--- src/common/lcdcm_pkg.sv ---
// Constants shared by the display clock and memory portal register block
package lcdcm_pkg;

	// ------------------------------------------------------------
	// Register indices; byte address is four times the index
	// ------------------------------------------------------------
	localparam int         BUS_ADDR_W        = 14;
	localparam logic [11:0] SUB_ADDRESS_IDX  = 12'hfb1;
	localparam logic [11:0] MEMORY_PORTAL_IDX = 12'hfb2;
	localparam logic [11:0] CLOCK_CONFIG_IDX = 12'hfb3;
	localparam logic [11:0] BLINK_CONTROL_IDX = 12'hfb4;

	// ------------------------------------------------------------
	// Reset values
	// ------------------------------------------------------------
	localparam logic [4:0] SUB_ADDRESS_RST   = 5'h00;
	localparam logic [7:0] MEMORY_PORTAL_RST = 8'h00;
	localparam logic [7:0] CLOCK_CONFIG_RST  = 8'h00;
	localparam logic [7:0] BLINK_CONTROL_RST = 8'h00;

	// ------------------------------------------------------------
	// Field positions
	// ------------------------------------------------------------
	localparam int SUB_ADDRESS_W   = 5;
	localparam int CLK_SEL_BIT     = 7;
	localparam int PRESCALE_HI     = 6;
	localparam int PRESCALE_LO     = 4;
	localparam int FRAME_DIV_HI    = 3;
	localparam int FRAME_DIV_LO    = 0;
	localparam int BLINK_DIV_HI    = 7;
	localparam int BLINK_DIV_LO    = 3;
	localparam int BLINK_SEL_HI    = 2;
	localparam int BLINK_SEL_LO    = 1;
	localparam int BANK_ALT_BIT    = 1;

	// ------------------------------------------------------------
	// Sub-address map and wrap points
	// ------------------------------------------------------------
	localparam logic [4:0] BANK_A_FIRST = 5'h00;
	localparam logic [4:0] BANK_A_LAST  = 5'h0b;
	localparam logic [4:0] BANK_B_FIRST = 5'h10;
	localparam logic [4:0] BANK_B_LAST  = 5'h1b;
	localparam logic [3:0] BANK_OFS_MAX = 4'hb;

	// ------------------------------------------------------------
	// Divider limits
	// ------------------------------------------------------------
	localparam logic [2:0] PRESCALE_MAX_CODE = 3'h5;
	localparam logic [4:0] PRESCALE_RSV_LIM  = 5'h1f;

	typedef enum logic [1:0] {
		LCDCM_BUS_IDLE,
		LCDCM_BUS_FETCH,
		LCDCM_BUS_ACK
	} lcdcm_bus_state_e;

endpackage : lcdcm_pkg

--- src/hw/lcdcm_regs.sv ---
// Display clock configuration and memory portal registers
`timescale 1ns/1ps
// Notes on behaviour
// [RL1] Portal access goes to sub-addressed byte
// [RL2] Every portal access advances the sub-address
// [RL3] Sub-address wraps 0Bh to 0, 1Bh to 10h
// [RL4] 00h-0Bh bank A, 10h-1Bh bank B
// [RL5] Portal is eight bits, resets to zero
// [RL6] Bit 7 picks peripheral or watch clock
// [RL7] Bits 6:4 prescale by powers of two
// [RL8] Bits 3:0 frame divider, 8 upward to 30
// [RL9] Blink divider codes 0-6 give 2-8, 7 gives 10
// [RL10] Higher blink codes step up to 64
// [RL11] Blink control applies at waveform end
// [RL12] Blink select ignored during bank alternation
// [RL13] Clock and blink registers reset zero, read/write
module lcdcm_regs
	import lcdcm_pkg::*;
(
	input  wire logic                  clock,          // 25 MHz clock
	input  wire logic                  arst_n,         // Async reset
	input  wire logic [BUS_ADDR_W-1:0] address,        // Byte address
	input  wire logic                  read,           // Read request
	input  wire logic                  write,          // Write request
	input  wire logic [31:0]           writedata,      // Write data
	input  wire logic [3:0]            byteenable,     // Byte lanes
	output logic      [31:0]           readdata,       // Read data
	output logic                       waitrequest,    // Stall
	input  wire logic                  watch_osc,      // Watch clock pin
	input  wire logic                  waveform_end,   // Frame pattern done
	input  wire logic                  bank_alternate, // Bank mode 1x
	input  wire logic [4:0]            disp_addr,      // Display byte addr
	output logic      [7:0]            disp_data,      // Display byte
	output logic                       clock_source_select, // 1: watch
	output logic                       frame_tick,     // Frame enable
	output logic                       blink_tick,     // Blink enable
	output logic      [1:0]            blink_select    // Active blink mode
);

	// ------------------------------------------------------------
	// Reset release
	// ------------------------------------------------------------
	logic [1:0] rst_sync_reg;
	logic       rst_n;

	always_ff @(posedge clock or negedge arst_n) begin
		if (!arst_n) begin
			rst_sync_reg <= 2'b00;
		end else begin
			rst_sync_reg <= {rst_sync_reg[0], 1'b1};
		end
	end
	assign rst_n = rst_sync_reg[1];

	// ------------------------------------------------------------
	// Divider ratio tables
	// ------------------------------------------------------------
	function automatic logic [4:0] frame_ratio(input logic [3:0] code);
		logic [4:0] r;
		r = 5'h08;
		case (code)
			4'h0: r = 5'h08;
			4'h1: r = 5'h09;
			4'h2: r = 5'h0a;
			4'h3: r = 5'h0b;
			4'h4: r = 5'h0c;
			4'h5: r = 5'h0d;
			4'h6: r = 5'h0e;
			4'h7: r = 5'h0f;
			4'h8: r = 5'h10;
			4'h9: r = 5'h12;
			4'ha: r = 5'h14;
			4'hb: r = 5'h16;
			4'hc: r = 5'h18;
			4'hd: r = 5'h1a;
			4'he: r = 5'h1c;
			default: r = 5'h1e;
		endcase
		return r;
	endfunction : frame_ratio

	function automatic logic [6:0] blink_ratio(input logic [4:0] code);
		logic [6:0] r;
		r = 7'h02;
		if (code <= 5'h06) begin
			r = 7'({2'b00, code} + 7'h02); // RL9
		end else if (code == 5'h07) begin
			r = 7'h0a; // RL9
		end else if (code <= 5'h0c) begin
			r = 7'({code, 1'b0} - 7'h04); // RL10
		end else if (code <= 5'h0f) begin
			r = 7'({code, 2'b00} - 7'h1c); // RL10
		end else begin
			r = 7'({code, 1'b0} + 7'h02); // RL10
		end
		return r;
	endfunction : blink_ratio

	function automatic logic [4:0] next_sub(input logic [4:0] sa);
		logic [4:0] n;
		n = 5'(sa + 5'h01); // RL2
		if (sa == BANK_A_LAST) begin
			n = BANK_A_FIRST; // RL3
		end else if (sa == BANK_B_LAST) begin
			n = BANK_B_FIRST; // RL3
		end
		return n;
	endfunction : next_sub

	// ------------------------------------------------------------
	// Register bus
	// ------------------------------------------------------------
	lcdcm_bus_state_e bus_state_reg, bus_state_next;
	logic [7:0]       readdata_reg, readdata_next;
	logic [4:0]       sub_address_reg, sub_address_next;
	logic [7:0]       clock_config_reg, clock_config_next;
	logic [7:0]       blink_control_reg, blink_control_next;
	logic [7:0]       blink_active_reg, blink_active_next;
	logic [7:0]       mem_rd_data;
	logic             mem_we;
	logic [11:0]      reg_idx;
	logic             sel_sub, sel_portal, sel_clock, sel_blink;
	logic             sub_valid;
	logic             wr_lane;

	assign reg_idx    = address[BUS_ADDR_W-1:2];
	assign sub_valid  = (sub_address_reg[3:0] <= BANK_OFS_MAX); // RL4
	assign wr_lane    = write && byteenable[0];

	always_comb begin
		sel_sub    = 1'b0;
		sel_portal = 1'b0;
		sel_clock  = 1'b0;
		sel_blink  = 1'b0;
		if (reg_idx == SUB_ADDRESS_IDX) begin
			sel_sub = 1'b1;
		end else if (reg_idx == MEMORY_PORTAL_IDX) begin
			sel_portal = 1'b1;
		end else if (reg_idx == CLOCK_CONFIG_IDX) begin
			sel_clock = 1'b1;
		end else if (reg_idx == BLINK_CONTROL_IDX) begin
			sel_blink = 1'b1;
		end
	end

	// One fetch cycle lets the memory's registered read settle
	always_comb begin
		bus_state_next     = bus_state_reg;
		readdata_next      = readdata_reg;
		sub_address_next   = sub_address_reg;
		clock_config_next  = clock_config_reg;
		blink_control_next = blink_control_reg;
		mem_we             = 1'b0;
		case (bus_state_reg)
			LCDCM_BUS_IDLE: begin
				if (read || write) begin
					bus_state_next = LCDCM_BUS_FETCH;
				end
			end
			LCDCM_BUS_FETCH: begin
				bus_state_next = LCDCM_BUS_ACK;
				readdata_next  = 8'h00;
				if (sel_sub) begin
					readdata_next = {3'b000, sub_address_reg};
				end else if (sel_portal && sub_valid) begin
					readdata_next = mem_rd_data; // RL1
				end else if (sel_clock) begin
					readdata_next = clock_config_reg; // RL13
				end else if (sel_blink) begin
					readdata_next = blink_control_reg; // RL13
				end
			end
			LCDCM_BUS_ACK: begin
				bus_state_next = LCDCM_BUS_IDLE;
				if (sel_portal) begin
					sub_address_next = next_sub(sub_address_reg); // RL2
					mem_we = wr_lane && sub_valid; // RL1
				end
				if (wr_lane && sel_sub) begin
					sub_address_next = writedata[SUB_ADDRESS_W-1:0];
				end
				if (wr_lane && sel_clock) begin
					clock_config_next = writedata[7:0]; // RL13
				end
				if (wr_lane && sel_blink) begin
					blink_control_next = writedata[7:0]; // RL13
				end
			end
			default: begin
				bus_state_next = LCDCM_BUS_IDLE;
			end
		endcase
	end

	// Shadow copy reaches the display only at a frame boundary
	always_comb begin
		blink_active_next = blink_active_reg;
		if (waveform_end) begin
			blink_active_next = blink_control_reg; // RL11
		end
	end

	always_ff @(posedge clock or negedge rst_n) begin
		if (!rst_n) begin
			bus_state_reg     <= LCDCM_BUS_IDLE;
			readdata_reg      <= MEMORY_PORTAL_RST; // RL5
			sub_address_reg   <= SUB_ADDRESS_RST;
			clock_config_reg  <= CLOCK_CONFIG_RST; // RL13
			blink_control_reg <= BLINK_CONTROL_RST; // RL13
			blink_active_reg  <= BLINK_CONTROL_RST;
		end else begin
			bus_state_reg     <= bus_state_next;
			readdata_reg      <= readdata_next;
			sub_address_reg   <= sub_address_next;
			clock_config_reg  <= clock_config_next;
			blink_control_reg <= blink_control_next;
			blink_active_reg  <= blink_active_next;
		end
	end

	assign readdata    = {24'h000000, readdata_reg};
	assign waitrequest = (read || write) && (bus_state_reg != LCDCM_BUS_ACK);

	// ------------------------------------------------------------
	// Display memory
	// ------------------------------------------------------------
	lcdcm_bank_mem #(
		.DATA_W (8),
		.ADDR_W (SUB_ADDRESS_W)
	) u_mem (
		.clock     (clock),
		.rst_n     (rst_n),
		.wr_en     (mem_we),
		.wr_addr   (sub_address_reg),
		.wr_data   (writedata[7:0]), // RL5
		.rd_a_addr (sub_address_reg),
		.rd_a_data (mem_rd_data),
		.rd_b_addr (disp_addr),
		.rd_b_data (disp_data)
	);

	// ------------------------------------------------------------
	// Watch clock input
	// ------------------------------------------------------------
	logic [2:0] wto_sync_reg, wto_sync_next;
	logic       wto_level_reg, wto_level_next;
	logic       wto_rise;

	// Level only changes once the last two stages agree
	always_comb begin
		wto_sync_next  = {wto_sync_reg[1:0], watch_osc};
		wto_level_next = wto_level_reg;
		wto_rise       = 1'b0;
		if (wto_sync_reg[1] == wto_sync_reg[2]) begin
			wto_level_next = wto_sync_reg[2];
			wto_rise       = wto_sync_reg[2] && !wto_level_reg;
		end
	end

	always_ff @(posedge clock or negedge rst_n) begin
		if (!rst_n) begin
			wto_sync_reg  <= 3'b000;
			wto_level_reg <= 1'b0;
		end else begin
			wto_sync_reg  <= wto_sync_next;
			wto_level_reg <= wto_level_next;
		end
	end

	// ------------------------------------------------------------
	// Prescaler, frame and blink dividers
	// ------------------------------------------------------------
	logic [4:0] pre_cnt_reg, pre_cnt_next;
	logic [4:0] frame_cnt_reg, frame_cnt_next;
	logic [6:0] blink_cnt_reg, blink_cnt_next;
	logic       frame_tick_reg, frame_tick_next;
	logic       blink_tick_reg, blink_tick_next;
	logic       src_tick, pre_tick;
	logic [4:0] pre_limit;
	logic [2:0] pre_code;
	logic [4:0] frame_lim;
	logic [6:0] blink_lim;

	assign pre_code  = clock_config_reg[PRESCALE_HI:PRESCALE_LO];
	assign frame_lim = 5'(frame_ratio(
		clock_config_reg[FRAME_DIV_HI:FRAME_DIV_LO]) - 5'h01); // RL8
	assign blink_lim = 7'(blink_ratio(
		blink_active_reg[BLINK_DIV_HI:BLINK_DIV_LO]) - 7'h01); // RL9

	always_comb begin
		// Peripheral clock ticks every cycle
		src_tick = clock_config_reg[CLK_SEL_BIT] ? wto_rise : 1'b1; // RL6
		// Reserved codes fall back to the slowest ratio
		pre_limit = PRESCALE_RSV_LIM;
		if (pre_code <= PRESCALE_MAX_CODE) begin
			pre_limit = 5'((6'h01 << pre_code) - 6'h01); // RL7
		end
	end

	// Counters compare with >= so a smaller ratio takes at once
	always_comb begin
		pre_cnt_next    = pre_cnt_reg;
		frame_cnt_next  = frame_cnt_reg;
		blink_cnt_next  = blink_cnt_reg;
		pre_tick        = 1'b0;
		frame_tick_next = 1'b0;
		blink_tick_next = 1'b0;
		if (src_tick) begin
			if (pre_cnt_reg >= pre_limit) begin
				pre_cnt_next = 5'h00;
				pre_tick     = 1'b1; // RL7
			end else begin
				pre_cnt_next = 5'(pre_cnt_reg + 5'h01);
			end
		end
		if (pre_tick) begin
			if (frame_cnt_reg >= frame_lim) begin
				frame_cnt_next  = 5'h00;
				frame_tick_next = 1'b1; // RL8
			end else begin
				frame_cnt_next = 5'(frame_cnt_reg + 5'h01);
			end
		end
		if (frame_tick_reg) begin
			if (blink_cnt_reg >= blink_lim) begin
				blink_cnt_next  = 7'h00;
				blink_tick_next = 1'b1; // RL10
			end else begin
				blink_cnt_next = 7'(blink_cnt_reg + 7'h01);
			end
		end
	end

	always_ff @(posedge clock or negedge rst_n) begin
		if (!rst_n) begin
			pre_cnt_reg    <= 5'h00;
			frame_cnt_reg  <= 5'h00;
			blink_cnt_reg  <= 7'h00;
			frame_tick_reg <= 1'b0;
			blink_tick_reg <= 1'b0;
		end else begin
			pre_cnt_reg    <= pre_cnt_next;
			frame_cnt_reg  <= frame_cnt_next;
			blink_cnt_reg  <= blink_cnt_next;
			frame_tick_reg <= frame_tick_next;
			blink_tick_reg <= blink_tick_next;
		end
	end

	// ------------------------------------------------------------
	// Outputs to the waveform side
	// ------------------------------------------------------------
	assign clock_source_select = clock_config_reg[CLK_SEL_BIT]; // RL6
	assign frame_tick          = frame_tick_reg;
	assign blink_tick          = blink_tick_reg;
	// Alternating banks owns the display, so blinking is muted
	assign blink_select = bank_alternate ? 2'b00 :
		blink_active_reg[BLINK_SEL_HI:BLINK_SEL_LO]; // RL12

endmodule : lcdcm_regs

--- src/hw/lcdcm_bank_mem.sv ---
// Display memory for both banks with one write and two read ports
`timescale 1ns/1ps
module lcdcm_bank_mem #(
	parameter int DATA_W = 8,
	parameter int ADDR_W = 5
) (
	input  wire logic              clock,     // System clock
	input  wire logic              rst_n,     // Synchronised reset
	input  wire logic              wr_en,     // Write strobe
	input  wire logic [ADDR_W-1:0] wr_addr,   // Write address
	input  wire logic [DATA_W-1:0] wr_data,   // Write data
	input  wire logic [ADDR_W-1:0] rd_a_addr, // Software read address
	output logic      [DATA_W-1:0] rd_a_data, // Software read data
	input  wire logic [ADDR_W-1:0] rd_b_addr, // Display read address
	output logic      [DATA_W-1:0] rd_b_data  // Display read data
);

	logic [DATA_W-1:0] mem [2**ADDR_W];

	// ------------------------------------------------------------
	// Storage
	// ------------------------------------------------------------
	// Cleared at reset so a portal read before any write gives zero
	always_ff @(posedge clock or negedge rst_n) begin
		if (!rst_n) begin
			for (int i = 0; i < 2**ADDR_W; i++) begin
				mem[i] <= '0;
			end
		end else if (wr_en) begin
			mem[wr_addr] <= wr_data;
		end
	end

	// ------------------------------------------------------------
	// Registered read ports
	// ------------------------------------------------------------
	always_ff @(posedge clock or negedge rst_n) begin
		if (!rst_n) begin
			rd_a_data <= '0;
			rd_b_data <= '0;
		end else begin
			rd_a_data <= mem[rd_a_addr];
			rd_b_data <= mem[rd_b_addr];
		end
	end

endmodule : lcdcm_bank_mem

--- config.mk ---
export PLATFORM = sky130hd
export DESIGN_NAME = lcdcm_regs
export DESIGN_NICKNAME = d
export VERILOG_FILES = /design/src/common/lcdcm_pkg.sv /design/src/hw/lcdcm_regs.sv /design/src/hw/lcdcm_bank_mem.sv
export SDC_FILE = /design/constraint.sdc
export NUM_CORES = 1
export LEC_CHECK = 0
export BUFFER_PORTS_ARGS = -buffer_cell sky130_fd_sc_hd__buf_4
export CAP_MARGIN = 40
export CORE_UTILIZATION = 45
export DETAILED_ROUTE_END_ITERATION = 10
export SYNTH_ARGS = -nofsm -noshare
export SYNTH_HDL_FRONTEND = slang
export SYNTH_SLANG_ARGS = --single-unit
--- constraint.sdc ---
create_clock -name clock -period 9.2 [get_ports clock]
set_clock_uncertainty 0.15 [all_clocks]
set_input_delay 0.92 -clock clock [delete_from_list [all_inputs] [get_ports clock]]
set_output_delay 0.92 -clock clock [all_outputs]
set_load 0.05 [all_outputs]
Yosys cells after proc, flatten, opt, wreduce, memory -nomap -nowiden
Memory sizes are Yosys's and may differ from the RTL's.
Cells that the tools add are included.
{ "totals": {"ff_bits": 336, "rom_bits": 80, "inputBits": 62, "word_cells": 150, "mem_count": 1} }
{ "classes": {"add_sub_neg": 11, "order_cmp": 11, "n_eq_ne": 12, "shift": 1, "n_mux": 48, "bitwise": 2, "n_reduce_logical": 16} }
{ "mem_list": {"columns": ["memory", "depth", "word_bits", "rd", "rd_ports_with_merged_regs", "wr", "line", "source"], "rows": [
  ["(name not given)", 16, 5, 1, 0, 0, "lcdcm_regs.sv:61", "case (code)"]
]} }
{ "ops": {"columns": ["cell", "n"], "rows": [
  ["256-bit bitwise mux", 1],
  ["8-bit binary-select mux with 5-bit select", 2],
  ["8-bit 2-to-1 mux", 9],
  ["12-bit == test, second input constant", 4],
  ["8-bit demux with 5-bit select", 1],
  ["5-bit 2-to-1 mux", 7],
  ["7-bit 2-to-1 mux", 5],
  ["1-bit 2-to-1 mux", 20],
  ["5-bit by 1-bit adder with 5-bit output, second input constant", 3],
  ["6-bit >= comparator, second input constant", 2],
  ["5-bit NOT with 6-bit output", 2],
  ["5-bit >= comparator", 2],
  ["5-bit by 4-bit <= comparator with 1-bit output, second input constant", 2],
  ["5-bit by 1-bit subtractor with 5-bit output, second input constant", 2],
  ["1-bit logical AND", 9],
  ["6-bit by 2-bit adder with 7-bit output, second input constant", 1],
  ["7-bit by 1-bit adder with 7-bit output, second input constant", 1],
  ["7-bit >= comparator", 1],
  ["6-bit by 3-bit subtractor with 7-bit output, second input constant", 1],
  ["7-bit by 1-bit subtractor with 7-bit output, second input constant", 1],
  ["7-bit by 5-bit subtractor with 7-bit output, second input constant", 1],
  ["5-bit by 2-bit adder with 6-bit output, second input constant", 1],
  ["6-bit by 1-bit < comparator with 1-bit output, second input constant", 1],
  ["2-bit AND reduction", 3],
  ["17 further kinds", 19]
]} }

Logic depth before layout (Yosys ltp)
{ "depth": {"word_depth": 9, "mapped_depth": 16} }

Modules after synthesis
A second synthesis with hierarchy kept.
{ "hier_totals": {"cells_unflattened": 1221, "hier_area_um2": 18032.3} }
{ "by_module_without_submodules": {"columns": ["module", "instances", "cells_per_inst", "area_each_um2", "seq_area_each_um2"], "rows": [
  ["lcdcm_bank_mem", 1, 822, 14054.7, 6806.5],
  ["lcdcm_regs", 1, 399, 3977.6, 1576.5]
]} }

Worst setup path after synthesis
OpenSTA, ideal clock, no wires.
{ "synth_timing": {"kind": "register to register", "from": "reg blink_active_reg[4]", "to": "reg blink_tick_reg, in the netlist blink_tick", "arrival_time_ns": 3.297, "slack_ns": 5.634, "path_stages_with_launch": 15, "path_buffers": 0, "synth_period_minus_slack_ns": 3.566, "cell_sequence": "dfrtp_1 -> ha_1 -> nand2_1 -> nor2_1 -> ha_1 -> nor3b_1 -> a31oi_1 -> a22o_1 -> ha_1 -> ha_1 -> a21o_1 -> a21o_1 -> a2111oi_0 -> o21bai_1 -> and2_1"} }
{ "synth_via": {"elab_chain_cells": 9, "elab_cells_between_ends": 16, "classes_between": "add/sub (5); order compare (4); eq/ne (1); mux (6)"} }
{ "synth_rtl": {"columns": ["item", "line", "source"], "rows": [
  ["start, declared", "lcdcm_regs.sv:118", "logic [7:0] blink_active_reg, blink_active_next;"],
  ["start signal, assigned", "lcdcm_regs.sv:217", "blink_active_reg <= blink_active_next;"],
  ["7-bit by 5-bit subtractor with 7-bit output (tied with other cells)", "lcdcm_regs.sv:92", "r = 7'({code, 2'b00} - 7'h1c);"],
  ["7-bit 2-to-1 mux", "lcdcm_regs.sv:91", "end else if (code <= 5'h0f) begin"],
  ["7-bit 2-to-1 mux", "lcdcm_regs.sv:89", "end else if (code <= 5'h0c) begin"],
  ["7-bit 2-to-1 mux", "lcdcm_regs.sv:87", "end else if (code == 5'h07) begin"],
  ["7-bit 2-to-1 mux (*)", "lcdcm_regs.sv:85", "if (code <= 5'h06) begin"],
  ["7-bit by 1-bit subtractor with 7-bit output (*)", "lcdcm_regs.sv:288", "blink_active_reg[BLINK_DIV_HI:BLINK_DIV_LO]) - 7'h01);"],
  ["7-bit >= comparator (*)", "lcdcm_regs.sv:325", "if (blink_cnt_reg >= blink_lim) begin"],
  ["1-bit 2-to-1 mux (*)", "lcdcm_regs.sv:325", null],
  ["1-bit 2-to-1 mux (*)", "lcdcm_regs.sv:324", "if (frame_tick_reg) begin"],
  ["via blink_tick_next", "lcdcm_regs.sv:277", "logic blink_tick_reg, blink_tick_next;"],
  ["end signal, assigned", "lcdcm_regs.sv:346", "blink_tick_reg <= blink_tick_next;"],
  ["end, declared", "lcdcm_regs.sv:277", null]
]} }
Mark *: on every way through the listed nets, which the timed path passes. The rest lies on a longest branch.
A chain may end at the register's enable or synchronous reset.

Worst setup path after layout
{ "layout_timing": {"from": "reg blink_active_reg[3]", "to": "reg blink_cnt_reg[0]"} }
{ "layout_via": {"elab_chain_cells": 8, "elab_cells_between_ends": 15, "classes_between": "add/sub (5); order compare (4); eq/ne (1); mux (5)"} }
{ "layout_rtl": {"columns": ["item", "line", "source"], "rows": [
  ["7-bit by 5-bit subtractor with 7-bit output (tied with other cells)", "lcdcm_regs.sv:92", null],
  ["7-bit 2-to-1 mux", "lcdcm_regs.sv:91", null],
  ["7-bit 2-to-1 mux", "lcdcm_regs.sv:89", null],
  ["7-bit 2-to-1 mux", "lcdcm_regs.sv:87", null],
  ["7-bit 2-to-1 mux (*)", "lcdcm_regs.sv:85", null],
  ["7-bit by 1-bit subtractor with 7-bit output (*)", "lcdcm_regs.sv:288", null],
  ["7-bit >= comparator (*)", "lcdcm_regs.sv:325", null],
  ["7-bit 2-to-1 mux (*)", "lcdcm_regs.sv:325", null],
  ["end signal, assigned", "lcdcm_regs.sv:344", "blink_cnt_reg <= blink_cnt_next;"],
  ["end, declared", "lcdcm_regs.sv:275", "logic [6:0] blink_cnt_reg, blink_cnt_next;"]
]} }
Mark *: on every way between the ends. The rest lies on a longest branch, timed or not.

==> out/metrics.sh <==
FIN_SETUP_TNS_PS=0
SYNTH.FF_LATCH_COUNT=335
CP_DATA_ARRIVAL_TIME_PS=4420
STATUS='complete, no violations'
TRITONCTS='built'
GRT_FIRST_PASS_WIRELENGTH_UM=67500
VDD_DROP_MAX_mV=0.102
CORE-AREA_UM2=38700
CP_MAX_FO=9
KIND_OF_START_POINT_OF_THE_CRITICAL_PATH='flop'
NFILLCELLS=3291
REMAINING_DRC_ERRORS=0
DESIGN.FINAL.NETS=1303
CLK_LATENCY_PS=560
FINALSETUPVIOLCOUNT=0
POST_DRT_VIA_CELL_RATIO=5.96
CAP_VIOLATIONS=0
SYN-INSTANCE-COUNT=1242
MAXIMUM_ROOT_TO_SINK_BUFFER_COUNT=3
TIMING.FINAL.CRIT_PERIOD_PS=4120
AREA_GROWTH_PCT=10.4
FF2FF_SETUP_SLACK_PS=5080
CRIT_TYPE='flop to flop'
DRT_PASS1_ITERATIONS=5
GRT_MAX_DEGREE=67
GR-USAGE-ALL-LAYERS_PCT=22.5
DOMINANTREGCELLSYNTH='sky130_fd_sc_hd__dfrtp_1'
GP_CONGESTION=0.835
NUMBER_OF_GLOBAL_ROUTE_VIAS_BEFORE_REPAIR=10921
IO_PINS=108
PORTBUFFERS=54
PWR_DENSITY_CELL_nW_PER_UM2=170
FINALHOLDVIOLATIONS=0
REG2REG_FROM='blink_active_reg[3]'
FLOORPLAN.INITIALDENSITY_PCT=45.7
SYN-CELL-AREA_UM2=17700
RR_ENDPOINT='blink_cnt_reg[0]'
DP_HPWL_UM=27500
DRT_FIRST_ITER_VIOLATIONS=666
POWER.LEAKAGE_nW=8.91
LARGEST_REGISTER_FF_COUNT=256
FLOORPLAN.DIE.HEIGHT_UM=200
DIE_AREA_UM2=40100
CRIT_PATH_END_KIND='flop'
ACHIEVABLE-FREQUENCY_GHz=0.243
DETAIL_ROUTE.WL_PER_CELL_UM=24.8
VIAS=10464
SLEW_VIOLS_FINAL=0
CTS_RESIZED=0
ASR_FLOP_RATIO_SYNTH_PCT=100
PERIOD_SHARE_PCT=44.8
NUMBER_OF_ANTENNA_VIOLATIONS_AT_THE_FIRST_CHECK_IN_GLOBAL_ROUTING=3
CLK_ROOT_BUFFER_CELL='sky130_fd_sc_hd__clkbuf_16'
POST-PLACE-WS_PS=4660
RELSLEWSLACK_PCT=40.0
NUMBER_OF_CLOCK_SINKS=335
DIE-WIDTH_UM=200
DRTANTENNAVIOLNETS=0
SYNTH_SEQUENTIAL_AREA_RATIO_PCT=47.4
SYNTH_WARNINGS=0
POST_SYNTH_NUM_CELL_TYPES=69
ROW_COUNT=72
PATH_CLK_SLEW_PS=60
POWER_mW=3.32
TIMING_WORST_SLEW_PIN_VALUE_PS=900
TIMING.CRITICAL_PATH.REQUIRED_PS=9500
DRT_WL_TOTAL_UM=43400
CTS_MADE_BUFFERS=39
HTREE_LEVELS=2
RSZ_0062_RAISED_AFTER_GLOBAL_ROUTING='false'
FINAL.SETUP.WORST_SLACK_PS=5080
GR-TOTAL-OVERFLOW=0
SYN_AVG_CELL_AREA_UM2=14.3
DRIVE_GT1_SHARE_PCT=42.8
MIN_PATH_TYPE='flop to asynchronous set/reset pin'
REG2REG_DEPTH=14
NUMBER_OF_FLOPS_MAPPED_TO_ENABLE_CELLS_BY_YOSYS=0
TOP_REGISTER='u_mem.mem'
## repair_timing
| item | in CTS | in global routing |
|---|---|---|
| hold buffers | 1 | 0 |
| setup buffers | 0 | 0 |
| hold endpoints to repair | 2 | 0 |
## worst max-delay path: stages (launching register included)
cell	delay (ps)
sky130_fd_sc_hd__dfrtp_1	480
sky130_fd_sc_hd__ha_1	290
sky130_fd_sc_hd__nand2_1	110
sky130_fd_sc_hd__nor2_1	50
sky130_fd_sc_hd__ha_1	260
sky130_fd_sc_hd__nor3b_1	220
sky130_fd_sc_hd__a31oi_1	80
sky130_fd_sc_hd__a22o_1	220
sky130_fd_sc_hd__ha_1	300
sky130_fd_sc_hd__ha_1	270
sky130_fd_sc_hd__a21o_1	150
sky130_fd_sc_hd__a21o_1	160
sky130_fd_sc_hd__a2111oi_0	710
sky130_fd_sc_hd__o21bai_1	310
sky130_fd_sc_hd__o21ai_0	260
## worst max path at each step
stage                              from                         end  slack (ps)  depth (start not counted)
detailed placement           address[2]               u_mem.mem[53]        4660                          7
global placement             address[2]               u_mem.mem[48]        4650                          7
global route        blink_active_reg[3]                  blink_tick        4780                         14
finish              blink_active_reg[3]            blink_cnt_reg[0]        5080                         14
CTS                 blink_active_reg[3]            blink_cnt_reg[0]        5090                         14
floorplan               rst_sync_reg[1]  asynchronous set/reset pin        3570                          0
## routing by layer
layer	track usage [%]	up-vias	share of wire (%)
li1	-	4552	-
met1	31.5	5559	44
met2	35.3	275	47
met3	3.81	78	5.0
met4	8.59	0	3.0
met5	0	-	0
## logic make-up after synthesis
logic type / after synthesis / share of synthesized area, %
AO/OA/AOI/OAI: 114 / 4.21
buffers and inverters: 184 / 4.66
flip-flops: 335 / 47.4
AND/OR/NAND/NOR: 177 / 6.35
adder cells (fa/ha/maj): 33 / 2.32
XOR/XNOR: 13 / 0.643
multiplexers: 384 / 34.4
other: 2 / 0.0424
## report_power, final
group	switching, mW	internal [mW]	leakage [nW]
clock	0.620	0.896	0.614
sequential	0.0302	1.50	4.65
combinational	0.187	0.0926	3.65
total	0.837	2.49	8.91
## through the flow
stage          cells  util (%)  cell area [µm²]  hold WS [ps]
3_3_place_gp    1680      46.9            18200           188
3_5_place_dp    1685      47.2            18300           157
2_1_floorplan   1265         -            17800           181
4_1_cts         1754      50.4            19500           158
5_1_grt         1755      50.4            19500           183
6_report        1755      50.4            19500           139
## cells in the final DEF, fill, tap and decap left out, types with 4 or more instances in the layout
master                      count
sky130_fd_sc_hd__mux2i_1        7
sky130_fd_sc_hd__nand3_1       14
sky130_fd_sc_hd__clkbuf_16     40
sky130_fd_sc_hd__o21ai_1        6
sky130_fd_sc_hd__a31oi_1        4
sky130_fd_sc_hd__nor2_1        20
sky130_fd_sc_hd__clkbuf_1       9
sky130_fd_sc_hd__nor3_1        10
sky130_fd_sc_hd__a22o_1         5
sky130_fd_sc_hd__xnor2_1        7
sky130_fd_sc_hd__mux2_2       208
sky130_fd_sc_hd__mux2_1        11
sky130_fd_sc_hd__buf_4         65
sky130_fd_sc_hd__a21boi_0       5
sky130_fd_sc_hd__or3_1          4
sky130_fd_sc_hd__nand3_2        4
sky130_fd_sc_hd__a21oi_1       20
sky130_fd_sc_hd__conb_1        25
sky130_fd_sc_hd__nor2b_1        4
sky130_fd_sc_hd__a21o_1         7
sky130_fd_sc_hd__o21ai_0       33
sky130_fd_sc_hd__nand2_1       67
sky130_fd_sc_hd__nand2b_1      13
sky130_fd_sc_hd__dfrtp_1      332
sky130_fd_sc_hd__nand3_4       17
sky130_fd_sc_hd__xor2_1         6
sky130_fd_sc_hd__mux4_2       158
sky130_fd_sc_hd__inv_1         15
sky130_fd_sc_hd__clkbuf_8      12
sky130_fd_sc_hd__ha_1          32
sky130_fd_sc_hd__a222oi_1       8
## synth_stat cells, types with 11 or more instances
cell / count / area share, %
sky130_fd_sc_hd__dfrtp_1: 335 / 47
sky130_fd_sc_hd__mux2_2: 208 / 13
sky130_fd_sc_hd__mux4_2: 158 / 20
sky130_fd_sc_hd__clkbuf_1: 114 / 2.4
sky130_fd_sc_hd__nand2_1: 67 / 1.4
sky130_fd_sc_hd__o21ai_0: 33 / 0.93
sky130_fd_sc_hd__ha_1: 32 / 2.3
sky130_fd_sc_hd__buf_4: 25 / 1.1
sky130_fd_sc_hd__a21oi_1: 20 / 0.57
sky130_fd_sc_hd__nor2_1: 20 / 0.42
sky130_fd_sc_hd__nand3_4: 17 / 1.7
sky130_fd_sc_hd__buf_1: 16 / 0.34
sky130_fd_sc_hd__inv_1: 15 / 0.32
sky130_fd_sc_hd__nand3_1: 14 / 0.40
sky130_fd_sc_hd__nand2b_1: 13 / 0.46
sky130_fd_sc_hd__buf_2: 11 / 0.31
sky130_fd_sc_hd__mux2_1: 11 / 0.70
## cell type report
cell class / instances / area (µm²) / area share (%)
multi-input combinational: 746 / 8590 / 44.0
sequential: 335 / 8390 / 43.0
clock buffer: 61 / 1200 / 6.14
tap: 518 / 648 / 3.32
timing repair buffer: 71 / 583 / 2.98
inverter: 16 / 60.1 / 0.307
clock inverter: 7 / 58.8 / 0.301
antenna: 1 / 2.50 / 0.0128
Note: power is estimated with default switching activity, not from simulation.
